--- config.mk ---
export PLATFORM = sky130hd
export DESIGN_NAME = pwm_timer_pair
export DESIGN_NICKNAME = d
export VERILOG_FILES = /design/src/core/pwm_timer_pkg.sv /design/src/core/pwm_timer_pair.sv /design/src/core/timer_prescaler.sv
export SDC_FILE = /design/constraint.sdc
export NUM_CORES = 1
export LEC_CHECK = 0
export BUFFER_PORTS_ARGS = -buffer_cell sky130_fd_sc_hd__buf_4
export CORE_ASPECT_RATIO = 1.5
export CORE_MARGIN = 2
export CORE_UTILIZATION = 55
export CTS_CLUSTER_DIAMETER = 60
export DETAILED_ROUTE_END_ITERATION = 8
export GPL_TIMING_DRIVEN = 0
export PLACE_DENSITY = 0.85
export SYNTH_ARGS = -nofsm -noshare
export SYNTH_HDL_FRONTEND = slang
export SYNTH_SLANG_ARGS = --single-unit
--- constraint.sdc ---
create_clock -name core_clk -period 5.25 [get_ports core_clk]
set_clock_uncertainty 0.15 [all_clocks]
set_input_delay 0.525 -clock core_clk [delete_from_list [all_inputs] [get_ports core_clk]]
set_output_delay 0.525 -clock core_clk [all_outputs]
set_load 0.05 [all_outputs]
--- src/core/pwm_timer_pkg.sv ---
// constants shared by the cascadable pwm timer pair
package pwm_timer_pkg;

	// ****************************************
	// register map (byte addresses)
	// ****************************************
	localparam logic [7:0] OFF_CTRL_LOW = 8'h00;
	localparam logic [7:0] OFF_CTRL_HIGH = 8'h04;
	localparam logic [7:0] OFF_DUTY_LOW = 8'h08;
	localparam logic [7:0] OFF_DUTY_HIGH = 8'h0C;
	localparam logic [7:0] OFF_PERIOD_LOW = 8'h10;
	localparam logic [7:0] OFF_PERIOD_HIGH = 8'h14;
	localparam logic [7:0] OFF_COUNT = 8'h18;
	localparam logic [7:0] OFF_CONFIG = 8'h1C;

	// ****************************************
	// channel control and config fields
	// ****************************************
	localparam int CTRL_INIT_BIT = 7;
	localparam int CTRL_CLK_LSB = 4;
	localparam int CTRL_RUN_BIT = 3;
	localparam int CTRL_MODE_LSB = 0;
	localparam int CONFIG_PRESCALE_BIT = 0;
	localparam int CONFIG_SLOW_BIT = 1;

	localparam logic [2:0] MODE_TIMER8 = 3'h0;
	localparam logic [2:0] MODE_PWM8 = 3'h2;
	localparam logic [2:0] MODE_T16_LOW = 3'h3;
	localparam logic [2:0] MODE_T16_HIGH = 3'h4;

	// ****************************************
	// source clock select codes (tap index)
	// ****************************************
	localparam logic [2:0] CLK_DIV2048 = 3'h0;
	localparam logic [2:0] CLK_DIV128 = 3'h1;
	localparam logic [2:0] CLK_DIV32 = 3'h2;
	localparam logic [2:0] CLK_DIV8 = 3'h3;
	localparam logic [2:0] CLK_SUB = 3'h4;
	localparam logic [2:0] CLK_DIV2 = 3'h5;
	localparam logic [2:0] CLK_MAIN = 3'h6;

	localparam int DIV_BITS = 11;
	localparam int SUB_DIV_BITS = 3;

	// ****************************************
	// reset values and count limit
	// ****************************************
	localparam logic [7:0] CTRL_RESET = 8'h00;
	localparam logic [7:0] DUTY_RESET = 8'h00;
	localparam logic [7:0] PERIOD_RESET = 8'h00;
	localparam logic [7:0] COUNT_MAX = 8'hFF;

endpackage

--- src/core/pwm_timer_pair.sv ---
// pair of 8-bit pwm timers, cascadable to a 16-bit interval timer, wishbone slave
// Summary of operation
// - 8-bit pwm counter runs on selected source
// - duty match toggles flip-flop, counter continues
// - overflow toggles again, clears counter, raises irq
// - init bit presets flip-flop for pulse polarity
// - reset clears each toggle flip-flop to zero
// - pin is inverse of toggle flip-flop
// - running duty write waits for match irq
// - stopped duty write loads active compare immediately
// - duty read shows value in effect while running, held value when stopped
// - stopping holds pin at its level
// - run bit 3, init bit 7, clear drives high
// - pwm offers seven source clock choices
// - cascade both channels into 16-bit counter
// - 16-bit period match raises upper irq, clears
// - period register acts immediately, unbuffered
// - 16-bit timer offers only four sources
// - cascade clock from lower clock select field
//
// Our own choices: the register addresses and the Wishbone register port.
`timescale 1ns/100ps
module pwm_timer_pair (
	input wire logic core_clk,
	input wire logic rst_n,
	input wire logic wbCyc,
	input wire logic wbStb,
	input wire logic wbWe,
	input wire logic [7:0] wbAdr,
	input wire logic [3:0] wbSel,
	input wire logic [31:0] wbDatIn,
	output logic [31:0] wbDatOut,
	output logic wbAck,
	input wire logic subClkIn,
	output logic pwmOutLowN,
	output logic pwmOutHighN,
	output logic lowMatchIrq,
	output logic upperMatchIrq
);

	// ****************************************
	// selection helpers
	// ****************************************
	function automatic logic tickFor(input logic [7:0] taps, input logic [2:0] sel);
		tickFor = taps[sel];
	endfunction

	// 16-bit timer accepts only prescaled taps 0 to 3
	function automatic logic tick16For(input logic [7:0] taps, input logic [2:0] sel);
		tick16For = ~sel[2] & taps[sel];
	endfunction

	// ****************************************
	// state
	// ****************************************
	logic [7:0] ctrl_reg [2];
	logic [7:0] dutyHold_reg [2];
	logic [7:0] dutyAct_reg [2];
	logic [7:0] cnt_reg [2];
	logic ff_reg [2];
	logic pinN_reg [2];
	logic runPrev_reg [2];
	logic irq_reg [2];
	logic [7:0] periodLow_reg;
	logic [7:0] periodHigh_reg;
	logic [1:0] config_reg;
	logic ack_reg;
	logic [31:0] rdat_reg;

	wire logic [7:0] taps;
	wire logic busReq;
	wire logic busWrite;
	wire logic [7:0] wdat;
	wire logic cascade;
	wire logic [15:0] cnt16;
	wire logic [15:0] inc16;
	wire logic [15:0] period16;
	wire logic t16Start;
	wire logic t16Step;
	wire logic t16Match;
	wire logic [15:0] cnt16Next;
	wire logic [7:0] readByte;
	wire logic ctrlWr [2];
	wire logic dutyWr [2];
	wire logic running [2];
	wire logic pwmMode [2];
	wire logic pwmStart [2];
	wire logic pwmStep [2];
	wire logic ovf [2];
	wire logic dutyHit [2];
	wire logic ffNext [2];
	wire logic [7:0] inc [2];
	wire logic [7:0] cntNext [2];
	wire logic [7:0] dutyActNext [2];
	wire logic [7:0] dutyRead [2];

	timer_prescaler prescaler (
		.core_clk(core_clk),
		.rst_n(rst_n),
		.subClkIn(subClkIn),
		.prescalerSourceSelect(config_reg[pwm_timer_pkg::CONFIG_PRESCALE_BIT]),
		.slowMode(config_reg[pwm_timer_pkg::CONFIG_SLOW_BIT]),
		.tapTick(taps)
	);

	// ****************************************
	// wishbone slave
	// ****************************************
	// writes land on the edge at which the master sees ack
	assign busReq = wbCyc & wbStb;
	assign busWrite = busReq & wbWe & ack_reg & wbSel[0];
	assign wdat = wbDatIn[7:0];

	assign readByte =
		(wbAdr == pwm_timer_pkg::OFF_CTRL_LOW) ? ctrl_reg[0] :
		(wbAdr == pwm_timer_pkg::OFF_CTRL_HIGH) ? ctrl_reg[1] :
		(wbAdr == pwm_timer_pkg::OFF_DUTY_LOW) ? dutyRead[0] :
		(wbAdr == pwm_timer_pkg::OFF_DUTY_HIGH) ? dutyRead[1] :
		(wbAdr == pwm_timer_pkg::OFF_PERIOD_LOW) ? periodLow_reg :
		(wbAdr == pwm_timer_pkg::OFF_PERIOD_HIGH) ? periodHigh_reg :
		(wbAdr == pwm_timer_pkg::OFF_CONFIG) ? {6'h00, config_reg} :
		8'h00;

	always_ff @(posedge core_clk) begin
		if (!rst_n) begin
			ack_reg <= 1'b0;
			rdat_reg <= 32'h00000000;
		end else begin
			ack_reg <= busReq & ~ack_reg;
			if (wbAdr == pwm_timer_pkg::OFF_COUNT) begin
				rdat_reg <= {16'h0000, cnt16};
			end else begin
				rdat_reg <= {24'h000000, readByte};
			end
		end
	end

	assign wbAck = ack_reg;
	assign wbDatOut = rdat_reg;

	// ****************************************
	// shared registers
	// ****************************************
	// period is not double buffered, so it acts at once; software writes it
	// low byte first and leaves it alone while the timer runs
	always_ff @(posedge core_clk) begin
		if (!rst_n) begin
			periodLow_reg <= pwm_timer_pkg::PERIOD_RESET;
			periodHigh_reg <= pwm_timer_pkg::PERIOD_RESET;
			config_reg <= 2'h0;
		end else begin
			if (busWrite && wbAdr == pwm_timer_pkg::OFF_PERIOD_LOW) begin
				periodLow_reg <= wdat;
			end
			if (busWrite && wbAdr == pwm_timer_pkg::OFF_PERIOD_HIGH) begin
				periodHigh_reg <= wdat;
			end
			if (busWrite && wbAdr == pwm_timer_pkg::OFF_CONFIG) begin
				config_reg <= wdat[1:0];
			end
		end
	end

	// ****************************************
	// 16-bit cascade
	// ****************************************
	assign cascade = (ctrl_reg[0][2:0] == pwm_timer_pkg::MODE_T16_LOW) &&
		(ctrl_reg[1][2:0] == pwm_timer_pkg::MODE_T16_HIGH);
	assign cnt16 = {cnt_reg[1], cnt_reg[0]};
	assign inc16 = cnt16 + 16'h0001;
	assign period16 = {periodHigh_reg, periodLow_reg};
	assign t16Start = cascade & running[1] & ~runPrev_reg[1];
	assign t16Step = cascade & running[1] & runPrev_reg[1] &
		tick16For(taps, ctrl_reg[0][6:4]);
	assign t16Match = t16Step & (inc16 == period16);
	assign cnt16Next = (t16Start | t16Match) ? 16'h0000 :
		t16Step ? inc16 : cnt16;

	// ****************************************
	// channels
	// ****************************************
	for (genvar j = 0; j < 2; j++) begin : gChan
		logic [7:0] ctrlAdr;
		logic [7:0] dutyAdr;
		assign ctrlAdr = (j == 0) ? pwm_timer_pkg::OFF_CTRL_LOW : pwm_timer_pkg::OFF_CTRL_HIGH;
		assign dutyAdr = (j == 0) ? pwm_timer_pkg::OFF_DUTY_LOW : pwm_timer_pkg::OFF_DUTY_HIGH;

		assign ctrlWr[j] = busWrite & (wbAdr == ctrlAdr);
		assign dutyWr[j] = busWrite & (wbAdr == dutyAdr);
		assign running[j] = ctrl_reg[j][pwm_timer_pkg::CTRL_RUN_BIT];
		assign pwmMode[j] = ~cascade & (ctrl_reg[j][2:0] == pwm_timer_pkg::MODE_PWM8);
		assign pwmStart[j] = pwmMode[j] & running[j] & ~runPrev_reg[j];
		assign pwmStep[j] = pwmMode[j] & running[j] & runPrev_reg[j] &
			tickFor(taps, ctrl_reg[j][6:4]);
		assign inc[j] = cnt_reg[j] + 8'h01;
		assign ovf[j] = pwmStep[j] & (cnt_reg[j] == pwm_timer_pkg::COUNT_MAX);
		assign dutyHit[j] = pwmStep[j] & (inc[j] == dutyAct_reg[j]);
		// a stopped channel takes its flip-flop from the init bit on a control
		// write; the stopping write itself must not carry a new init bit
		assign ffNext[j] = (ctrlWr[j] & ~running[j]) ? wdat[pwm_timer_pkg::CTRL_INIT_BIT] :
			ff_reg[j] ^ dutyHit[j] ^ ovf[j];
		assign cntNext[j] = cascade ? cnt16Next[8*j +: 8] :
			(pwmStart[j] | ovf[j]) ? 8'h00 :
			pwmStep[j] ? inc[j] : cnt_reg[j];
		// a write in the overflow cycle still hands over the old held value
		assign dutyActNext[j] = ovf[j] ? dutyHold_reg[j] :
			(dutyWr[j] & ~running[j]) ? wdat : dutyAct_reg[j];
		assign dutyRead[j] = running[j] ? dutyAct_reg[j] : dutyHold_reg[j];

		always_ff @(posedge core_clk) begin
			if (!rst_n) begin
				ctrl_reg[j] <= pwm_timer_pkg::CTRL_RESET;
				dutyHold_reg[j] <= pwm_timer_pkg::DUTY_RESET;
				dutyAct_reg[j] <= pwm_timer_pkg::DUTY_RESET;
				cnt_reg[j] <= 8'h00;
				ff_reg[j] <= 1'b0;
				pinN_reg[j] <= 1'b1;
				runPrev_reg[j] <= 1'b0;
				irq_reg[j] <= 1'b0;
			end else begin
				if (ctrlWr[j]) begin
					ctrl_reg[j] <= wdat;
				end
				if (dutyWr[j]) begin
					dutyHold_reg[j] <= wdat;
				end
				dutyAct_reg[j] <= dutyActNext[j];
				cnt_reg[j] <= cntNext[j];
				ff_reg[j] <= ffNext[j];
				pinN_reg[j] <= ~ffNext[j];
				runPrev_reg[j] <= running[j];
				irq_reg[j] <= ovf[j] | ((j == 1) & t16Match);
			end
		end
	end

	assign pwmOutLowN = pinN_reg[0];
	assign pwmOutHighN = pinN_reg[1];
	assign lowMatchIrq = irq_reg[0];
	assign upperMatchIrq = irq_reg[1];
endmodule // pwm_timer_pair

--- src/core/timer_prescaler.sv ---
// prescaler producing one-cycle source-clock ticks for select codes 0 to 6
`timescale 1ns/100ps
module timer_prescaler (
	input wire logic core_clk,
	input wire logic rst_n,
	input wire logic subClkIn,
	input wire logic prescalerSourceSelect,
	input wire logic slowMode,
	output logic [7:0] tapTick
);

	logic [pwm_timer_pkg::DIV_BITS-1:0] div_reg;
	logic [pwm_timer_pkg::SUB_DIV_BITS-1:0] subDiv_reg;
	logic subMeta_reg;
	logic subSync_reg;
	logic subPrev_reg;
	logic [7:0] tap_reg;
	wire logic subEdge;
	wire logic mainOk;
	wire logic subDiv8;
	wire logic [7:0] tapNext;

	// ****************************************
	// sub clock crossing
	// ****************************************
	always_ff @(posedge core_clk) begin
		subMeta_reg <= subClkIn;
		subSync_reg <= subMeta_reg;
		subPrev_reg <= subSync_reg;
	end

	assign subEdge = subSync_reg & ~subPrev_reg;
	assign subDiv8 = subEdge & (&subDiv_reg);
	// in slow modes the main oscillator is assumed stopped
	assign mainOk = ~slowMode;

	always_ff @(posedge core_clk) begin
		if (!rst_n) begin
			div_reg <= '0;
			subDiv_reg <= '0;
			tap_reg <= 8'h00;
		end else begin
			div_reg <= div_reg + 1'b1;
			subDiv_reg <= subEdge ? subDiv_reg + 1'b1 : subDiv_reg;
			tap_reg <= tapNext;
		end
	end

	assign tapNext[0] = (slowMode | prescalerSourceSelect) ? subDiv8 : (&div_reg);
	assign tapNext[1] = mainOk & (&div_reg[6:0]);
	assign tapNext[2] = mainOk & (&div_reg[4:0]);
	assign tapNext[3] = mainOk & (&div_reg[2:0]);
	assign tapNext[4] = subEdge;
	assign tapNext[5] = mainOk & div_reg[0];
	assign tapNext[6] = mainOk;
	assign tapNext[7] = 1'b0;
	assign tapTick = tap_reg;

endmodule // timer_prescaler

==> results of run 1 <==
-- cell families after synthesis --
family                     synth area share (%)
adders and majority gates                  1.20
and+or+nand+nor                            24.3
xor gates and xnor gates                   6.36
muxes                                      8.43
AOI/OAI and AO/OA                          14.1
buffers and inverters                      5.26
other                                    0.0514
DFF                                        40.3
-- metrics by stage --
step | std cells | area, um^2
final | 1059 | 8510
after global routing | 1057 | 8510
after CTS | 1057 | 8510
after detailed placement | 1025 | 7880
after global placement | 1025 | 7880
after floorplan | 823 | 7360
-- Yosys cell counts, types with 9 or more instances --
master    number
a211oi_1      18
a21oi_1       30
and2_1        50
and3_1        16
buf_2          9
buf_4         17
clkbuf_1      30
dfxtp_1       99
edfxtp_1      32
inv_1         10
mux2i_1       48
nand2_1       56
nand3_1       40
nand4_1       11
nor2_1        81
nor2b_1       10
nor3_1        13
nor4_1        11
o21ai_0       37
xnor2_1       29
xor2_1        14
-- routing by layer --
layer	up-vias	global-route usage (%)	part of all wire (%)
li1	3051	-	-
met1	3097	34.2	35
met2	481	51.3	47
met3	164	8.33	8.4
met4	2	26.0	9.4
met5	-	0	0.12
-- power groups by stage --
stage / Sequential, W / Combinational (W) / Clock, W
final: 0.00106 / 0.000144 / 0.00128
after floorplan: 0.00108 / 0.0000866 / 0
after CTS: 0.00106 / 0.000139 / 0.00127
after detailed placement: 0.00108 / 0.000138 / 0
after global placement: 0.00108 / 0.000136 / 0
after global routing: 0.00106 / 0.000151 / 0.00132
-- path summary, 6_finish.rpt --
check,startpoint,to,slack [ns],depth (start not counted)
worst min-delay path,subClkIn,prescaler.subMeta_reg$_DFF_P_,0.05,1
worst max-delay path,cnt_reg[0][1]$_SDFFE_PN0P_,cnt_reg[0][6]$_SDFFE_PN0P_,1.16,12
worst min register to register,prescaler.subMeta_reg$_DFF_P_,prescaler.subSync_reg$_DFF_P_,0.18,0
worst max register to register,cnt_reg[0][1]$_SDFFE_PN0P_,cnt_reg[0][6]$_SDFFE_PN0P_,1.16,12
-- layout make-up --
cell class              instances  share of cell area [%]
plain buffers                  66                    4.03
well taps                     159                    2.34
inverters                      11                   0.485
clock buffers                  17                    5.00
multi-input cells             615                    47.3
flip-flops and latches        131                    34.6
repair buffers                 43                    3.79
clock inverters                15                    2.41
diodes                          2                  0.0588
-- worst register-to-register path, delay by kind of cell, from the launching register on --
kind,cells,cell delay (ns)
and+or+nand+nor,4,1.38
AOI/OAI and AO/OA,4,1.05
DFF,1,0.50
buffers and inverters,3,0.69
adders and majority gates,1,0.21
==> flow_metrics.env, run 1 <==
export IMPL_status="finished clean"
export IMPL_hold_class="primary input to flop"
export IMPL_seq_area_frac_synth_pct=40.3
export IMPL_h_tree_depth=4
export IMPL_die_area_um2=14200
export IMPL_numCtsBuffers=17
export IMPL_fp_dieW_um=98.1
export IMPL_grt_usage_pct=31.7
export IMPL_syn_cell_area_um2=7300
export IMPL_dp_hpwl_mm=15.8
export IMPL_final_util_pct=65.7
export IMPL_fmax_mhz=244
export IMPL_die_h_um=145
export IMPL_cpMostUsedCell="buf_2"
export IMPL_p_comb_share_pct=5.8
export IMPL_viasPerCell=6.42
export IMPL_synthArstFlopShare_pct=0
export IMPL_power_density_nw_per_um2=291
export IMPL_root_buffer="clkbuf_16"
export IMPL_wirelength_mm=22.2
export IMPL_multi_input_area_um2=4030
export IMPL_synth_top_area_share_pct=27.1
export IMPL_cts_hold_buf=0
export IMPL_max_slew_margin_rel_pct=27.5
export IMPL_internal_power_w=0.00189
export IMPL_total_power_w=0.00248
export IMPL_finalSetupViolCount=0
export IMPL_grt_max_degree=17
export IMPL_drc=0
export IMPL_cts_setup_buffers=0
export IMPL_rsz0062_at_grt="no"
export IMPL_fin_ws_ns=1.16
export IMPL_cp_cell_sequence="ha_1, buf_2, and3_1, buf_2, nand2_1, a211o_2, a221oi_1, nor4b_1, or4b_1, buf_2, o21ai_0, o2bb2ai_1"
export IMPL_io_pins=87
export IMPL_cp_top_family="simple AND/OR/NAND/NOR gates"
export IMPL_final_net_count=942
export IMPL_synth_largest_area_cell="dfxtp_1"
export IMPL_ant_nets=0
export IMPL_synthTopCellsByArea="dfxtp_1 (27%), edfxtp_1 (13%), mux2i_1 (6.6%)"
export IMPL_min_period_ns=4.09
export IMPL_start_util_pct=56.4
export IMPL_min_period_over_period_pct=77.9
export IMPL_worstMarginPinSlew_ns=1.08
export IMPL_dp_slack_ns=1.35
export IMPL_ctsLongestPathBuffers=2
export IMPL_first_iter_violations=814
export IMPL_final_cell_mix="dfxtp_1 (99), nor2_1 (81), buf_4 (60), nand2_1 (56), and2_1 (50)"
export IMPL_switchingPower_w=0.000588
export IMPL_final_common_cell="dfxtp_1"
export IMPL_grt_pass1_vias=6582
export IMPL_critPathSlowestCell="nor4b_1"
export IMPL_peakVddDrop_v=0.000261
export IMPL_rows=51
export IMPL_ys_ff_latch=131
export IMPL_synthToLayoutAreaGrowth_pct=16.6
export IMPL_firstDrtPassIters=9
export IMPL_finalHoldViolations=0
export IMPL_drive_above_1_share_pct=14.7
export IMPL_power_frac_clock_pct=51.5
export IMPL_synth_cells=808
export IMPL_crit_path_max_fanout=10
export IMPL_yosysUniqueCellTypes=78
export IMPL_nFillCells=1018
export IMPL_io_buffers=43
export IMPL_clk_pin_slew_ns=0.06
export IMPL_p_leak_nw=3.31
export IMPL_gp_congestion=0.978
export IMPL_critPathArrivalTime_ns=4.25
export IMPL_post_drt_wl_per_cell_um=21.0
export IMPL_cts_tree="built"
export IMPL_synthFlopType="dfxtp_1"
export IMPL_syn_area_per_cell_um2=9.04
export IMPL_grt_pass1_wl_mm=34.8
export IMPL_cts_resized=0
export IMPL_hold_worst_slack_ns=0.0536
export IMPL_p_seq_share_pct=42.7
export IMPL_drv_cap=0
export IMPL_end_kind="flop"
export IMPL_antenna_found_initial=0
export IMPL_slew_violations=0
export IMPL_vias=6795
export IMPL_cts_sinks=131
export IMPL_synth_edf_count=32
export IMPL_critical_path_class="flop to flop"
export IMPL_gr_total_overflow=0
export IMPL_worstSkewPairLatency_ns=0.43
export IMPL_worst_path_buf_inv=3
export IMPL_sw_frac_of_total_pct=23.7
export IMPL_seqCellArea_um2=2940
export IMPL_setup_tns_ns=0
export IMPL_core_area_um2=13000
export IMPL_crit_path_max_incr_delay_ns=0.60
export IMPL_yosys_warnings=0
export IMPL_critical_path_required_ns=5.41
export IMPL_critPathLaunchType="flop"
No activity file was read; power rests on OpenSTA's default activity.
==> run 2, diff against run 1 <==
- clock period: 5.25 -> 4.1 ns (I/O delays scaled with it)
==> flow_metrics.env, run 2 (synthesis results as in run 1) <==
export IMPL_status="finished clean"
export IMPL_critical_path_required_ns=4.26
export IMPL_hp_start="wbStb"
export IMPL_final_common_cell="dfxtp_1"
export IMPL_final_util_pct=65.8
export IMPL_fp_dieW_um=98.1
export IMPL_peakVddDrop_v=0.000336
export IMPL_antenna_found_initial=0
export IMPL_final_cell_mix="dfxtp_1 (99), nor2_1 (81), buf_4 (60), nand2_1 (56), and2_1 (50)"
export IMPL_cts_tree="built"
export IMPL_grt_max_degree=17
export IMPL_drc=0
export IMPL_firstDrtPassIters=7
export IMPL_critPathLaunchType="flop"
export IMPL_grt_usage_pct=31.7
export IMPL_max_slew_margin_rel_pct=26.9
export IMPL_start_util_pct=56.4
export IMPL_synthToLayoutAreaGrowth_pct=16.7
export IMPL_end_kind="flop"
export IMPL_drv_cap=0
export IMPL_rows=51
export IMPL_cpMostUsedCell="buf_2"
export IMPL_finalSetupViolCount=0
export IMPL_die_area_um2=14200
export IMPL_gr_total_overflow=0
export IMPL_hold_class="primary input to flop"
export IMPL_fmax_mhz=244
export IMPL_clk_pin_slew_ns=0.06
export IMPL_hold_depth=3
export IMPL_setup_tns_ns=0
export IMPL_diodes=0
export IMPL_die_h_um=145
export IMPL_ant_nets=0
export IMPL_io_pins=87
export IMPL_worstMarginPinSlew_ns=1.09
export IMPL_critPathArrivalTime_ns=4.26
export IMPL_worstHoldEndpoint="wbAck$_SDFF_PN0_"
export IMPL_finalHoldViolations=0
export IMPL_vias=6899
export IMPL_cts_resized=0
export IMPL_crit_path_start="cnt_reg[0][1]$_SDFFE_PN0P_"
export IMPL_slew_violations=0
export IMPL_cts_setup_buffers=0
export IMPL_r2r_setup_slack_ns=0.003
export IMPL_cp_top_family="simple AND/OR/NAND/NOR gates"
export IMPL_root_buffer="clkbuf_16"
export IMPL_crit_path_max_incr_delay_ns=0.61
export IMPL_final_net_count=943
export IMPL_h_tree_depth=4
export IMPL_r2r_end="cnt_reg[0][6]$_SDFFE_PN0P_"
export IMPL_min_period_over_period_pct=99.9
export IMPL_p_leak_nw=3.31
export IMPL_reg2regPathDepth=12
export IMPL_dp_hpwl_mm=15.8
export IMPL_nFillCells=1019
export IMPL_ctsLongestPathBuffers=2
export IMPL_first_iter_violations=791
export IMPL_viasPerCell=6.52
export IMPL_crit_path_max_fanout=10
export IMPL_cts_sinks=131
export IMPL_cp_cell_sequence="ha_1, buf_2, and3_1, buf_2, nand2_1, a211o_2, a221oi_1, nor4b_1, or4b_1, buf_2, o21ai_0, o2bb2ai_1"
export IMPL_min_period_ns=4.10
export IMPL_gp_congestion=0.978
export IMPL_wirelength_mm=22.2
export IMPL_grt_pass1_vias=6582
export IMPL_grt_pass1_wl_mm=34.8
export IMPL_drive_above_1_share_pct=14.7
export IMPL_worst_path_buf_inv=3
export IMPL_r2r_start="cnt_reg[0][1]$_SDFFE_PN0P_"
export IMPL_io_buffers=43
export IMPL_rsz0062_at_grt="no"
export IMPL_post_drt_wl_per_cell_um=21.0
export IMPL_critical_path_class="flop to flop"
export IMPL_power_density_nw_per_um2=373
export IMPL_critPathSlowestCell="nor4b_1"
export IMPL_core_area_um2=13000
export IMPL_numCtsBuffers=17
export IMPL_worstSkewPairLatency_ns=0.43
==> run 2: cell count changes in the layout (fill, tap and decap cells not counted) <==
cell / delta
diode_2: -2
dlygate4sd3_1: +1
==> run 2: worst max-delay path by stage <==
stage	slack, ns	cells after the start	end
3_3_place_gp	0.30	12	cnt_reg[0][6]$_SDFFE_PN0P_
5_1_grt	0.009	12	cnt_reg[0][6]$_SDFFE_PN0P_
6_report	0.003	12	cnt_reg[0][6]$_SDFFE_PN0P_
2_1_floorplan	1.08	11	cnt_reg[1][7]$_SDFFE_PN0P_
4_1_cts	0.16	12	cnt_reg[0][6]$_SDFFE_PN0P_
3_5_place_dp	0.20	12	cnt_reg[0][6]$_SDFFE_PN0P_
==> run 2: power breakdown <==
group | internal, W | total [W] | switching [W] | leakage (nW)
Sequential | 0.00134 | 0.00135 | 0.0000135 | 1.13
Clock | 0.00102 | 0.00164 | 0.000617 | 0.308
Combinational | 0.0000559 | 0.000185 | 0.000129 | 1.87
Total | 0.00242 | 0.00318 | 0.000760 | 3.31
==> run 2: through the flow <==
step | setup WS [ns] | instance area [um^2] | hold slack, ns | power, W | instances
floorplan | 1.08 | 7360 | 0.160 | 0.00149 | 823
global placement | 0.298 | 7880 | 0.163 | 0.00156 | 1025
detailed placement | 0.204 | 7880 | 0.164 | 0.00156 | 1025
CTS | 0.163 | 8520 | 0.100 | 0.00316 | 1058
global route | 0.00871 | 8520 | 0.117 | 0.00324 | 1058
finish | 0.00301 | 8520 | 0.0936 | 0.00318 | 1058
==> run 2: area by class of cell <==
| type | instances | area (um^2) | area share [%] |
|---|---|---|---|
| tap | 159 | 199 | 2.34 |
| clock buffer | 17 | 425 | 4.99 |
| inverter | 11 | 41.3 | 0.485 |
| timing repair buffer | 44 | 333 | 3.91 |
| multi-input combinational | 615 | 4030 | 47.3 |
| sequential | 131 | 2940 | 34.5 |
| clock inverter | 15 | 205 | 2.41 |
| buffer | 66 | 343 | 4.02 |
==> run 2: tightest hold or removal path, cell delays in order <==
cell and delay, ns:
buf_4 0.11, nand2_1 0.07, nor3_1 0.04
==> run 2: what timing repair did <==
item	CTS	global route
hold buffers	1	0
endpoints found under the setup margin	0	0
hold endpoints to repair	1	0
==> run 2: layer usage <==
| metal | GRT usage, % | up-vias | share of wire (%) |
|---|---|---|---|
| met5 | 0 | - | 0.12 |
| li1 | - | 3061 | - |
| met3 | 8.33 | 178 | 8.9 |
| met4 | 26.0 | 2 | 9.7 |
| met2 | 51.3 | 490 | 47 |
| met1 | 34.2 | 3168 | 34 |
==> run 3, diff against run 2 <==
- RECOVER_POWER: not set -> 100
==> flow_metrics.env, run 3 (synthesis results as in run 1) <==
export IMPL_status="complete, but fails checks"
export IMPL_violations="capacitance limit"
export IMPL_diodes=0
export IMPL_critical_path_required_ns=4.26
export IMPL_cts_sinks=131
export IMPL_grt_pass1_wl_mm=34.8
export IMPL_wirelength_mm=22.1
export IMPL_grt_max_degree=17
export IMPL_min_period_over_period_pct=97.1
export IMPL_finalSetupViolCount=0
export IMPL_seqCellArea_um2=2940
export IMPL_hold_class="primary input to flop"
export IMPL_max_slew_margin_rel_pct=0.339
export IMPL_h_tree_depth=4
export IMPL_gr_total_overflow=0
export IMPL_drv_cap=1
export IMPL_peakVddDrop_v=0.000330
export IMPL_stdcell_count=1058
export IMPL_multi_input_area_um2=4010
export IMPL_critPathArrivalTime_ns=4.15
export IMPL_viasPerCell=6.39
export IMPL_grt_usage_pct=31.7
export IMPL_min_period_ns=3.98
export IMPL_slew_violations=0
export IMPL_cpMostUsedCell="buf_2"
export IMPL_worst_path_buf_inv=3
export IMPL_fp_dieW_um=98.1
export IMPL_core_area_um2=13000
export IMPL_rsz0062_at_grt="no"
export IMPL_dp_slack_ns=0.204
export IMPL_end_kind="flop"
export IMPL_ant_nets=0
export IMPL_io_pins=87
export IMPL_drive_above_1_share_pct=11.6
export IMPL_die_area_um2=14200
export IMPL_crit_path_max_fanout=10
export IMPL_fmax_mhz=251
export IMPL_worstSkewPairLatency_ns=0.43
export IMPL_critPathSlowestCell="nor4b_1"
export IMPL_cp_cell_sequence="ha_1, buf_2, and3_1, buf_2, nand2_1, a211o_2, a221oi_1, nor4b_1, or4b_1, buf_2, o21ai_0, o2bb2ai_1"
export IMPL_p_leak_nw=3.18
export IMPL_ctsLongestPathBuffers=2
export IMPL_grt_pass1_vias=6582
export IMPL_final_net_count=943
export IMPL_numCtsBuffers=17
export IMPL_antenna_found_initial=0
export IMPL_gp_congestion=0.978
export IMPL_start_util_pct=56.4
export IMPL_fin_ws_ns=0.118
export IMPL_hold_worst_slack_ns=0.0954
export IMPL_die_h_um=145
export IMPL_cts_resized=0
export IMPL_finalHoldViolations=0
export IMPL_root_buffer="clkbuf_16"
export IMPL_firstDrtPassIters=6
export IMPL_cp_top_family="simple AND/OR/NAND/NOR gates"
export IMPL_critPathLaunchType="flop"
export IMPL_clk_pin_slew_ns=0.06
export IMPL_vias=6763
export IMPL_drc=0
export IMPL_rows=51
export IMPL_synthToLayoutAreaGrowth_pct=15.3
export IMPL_post_drt_wl_per_cell_um=20.9
export IMPL_placedInstanceArea_um2=7880
export IMPL_power_density_nw_per_um2=377
export IMPL_setup_tns_ns=0
export IMPL_first_iter_violations=776
export IMPL_crit_path_max_incr_delay_ns=0.53
export IMPL_worstMarginPinSlew_ns=1.48
export IMPL_critical_path_class="flop to flop"
export IMPL_final_common_cell="dfxtp_1"
export IMPL_final_cell_mix="dfxtp_1 (99), nor2_1 (82), clkbuf_1 (57), nand2_1 (56), mux2i_1 (48)"
export IMPL_fin_area_um2=8410
export IMPL_io_buffers=43
export IMPL_nFillCells=1047
export IMPL_placed_cells=1025
export IMPL_cts_tree="built"
export IMPL_dp_hpwl_mm=15.8
## run 3: changes by cell type in the layout (fill, tap and decap cells not counted), moves of 2 or more
cell	delta
buf_1	-4
and2_1	-28
nor3_1	+2
buf_4	-25
clkbuf_4	+2
nor3_2	-2
and2_0	+28
clkbuf_1	+27
## run 3: worst min-delay path, stage by stage
cell	delay (ns)
buf_4	0.11
nand2_1	0.07
nor3_1	0.04
## run 3: final cells by class
| type | count | area share [%] |
|---|---|---|
| multi-input combinational | 615 | 47.7 |
| buffer | 66 | 4.07 |
| inverter | 11 | 0.491 |
| sequential | 131 | 35.0 |
| tap | 159 | 2.36 |
| clock buffer | 17 | 5.06 |
| timing repair buffer | 44 | 2.93 |
| clock inverter | 15 | 2.44 |
## run 3: repair_timing
action / CTS / global route
hold buffers: 1 / 0
endpoints found under the hold margin: 1 / 0
endpoints found under the setup margin: 0 / 0
buffers inserted: 0 / 0
## run 3: final timing paths
check	from	endpoint	slack [ns]	depth (start not counted)
worst max-delay path	cnt_reg[0][1]$_SDFFE_PN0P_	cnt_reg[0][6]$_SDFFE_PN0P_	0.12	12
worst min-delay path	wbStb	wbAck$_SDFF_PN0_	0.1	3
worst max register to register	cnt_reg[0][1]$_SDFFE_PN0P_	cnt_reg[0][6]$_SDFFE_PN0P_	0.12	12
worst min register to register	prescaler.subMeta_reg$_DFF_P_	prescaler.subSync_reg$_DFF_P_	0.18	0
## run 3: stage by stage
step                utilization [%]  power (W)
floorplan                         -    0.00149
global placement               60.8    0.00156
detailed placement             60.8    0.00156
CTS                            65.8    0.00316
global route                   65.0    0.00324
finish                         65.0    0.00317
## run 3: layer usage
layer	global-route usage, %	up-vias	share of wire, %
li1	-	3054	-
met1	34.2	3101	34
met2	51.3	450	48
met3	8.33	158	8.6
met4	26.0	0	9.0
met5	0	-	0
## run 3: power by group
part	total, W	internal (W)	switching, W
combinational	0.000182	0.0000541	0.000128
clock	0.00164	0.00102	0.000614
sequential	0.00135	0.00134	0.0000133
total	0.00317	0.00242	0.000755
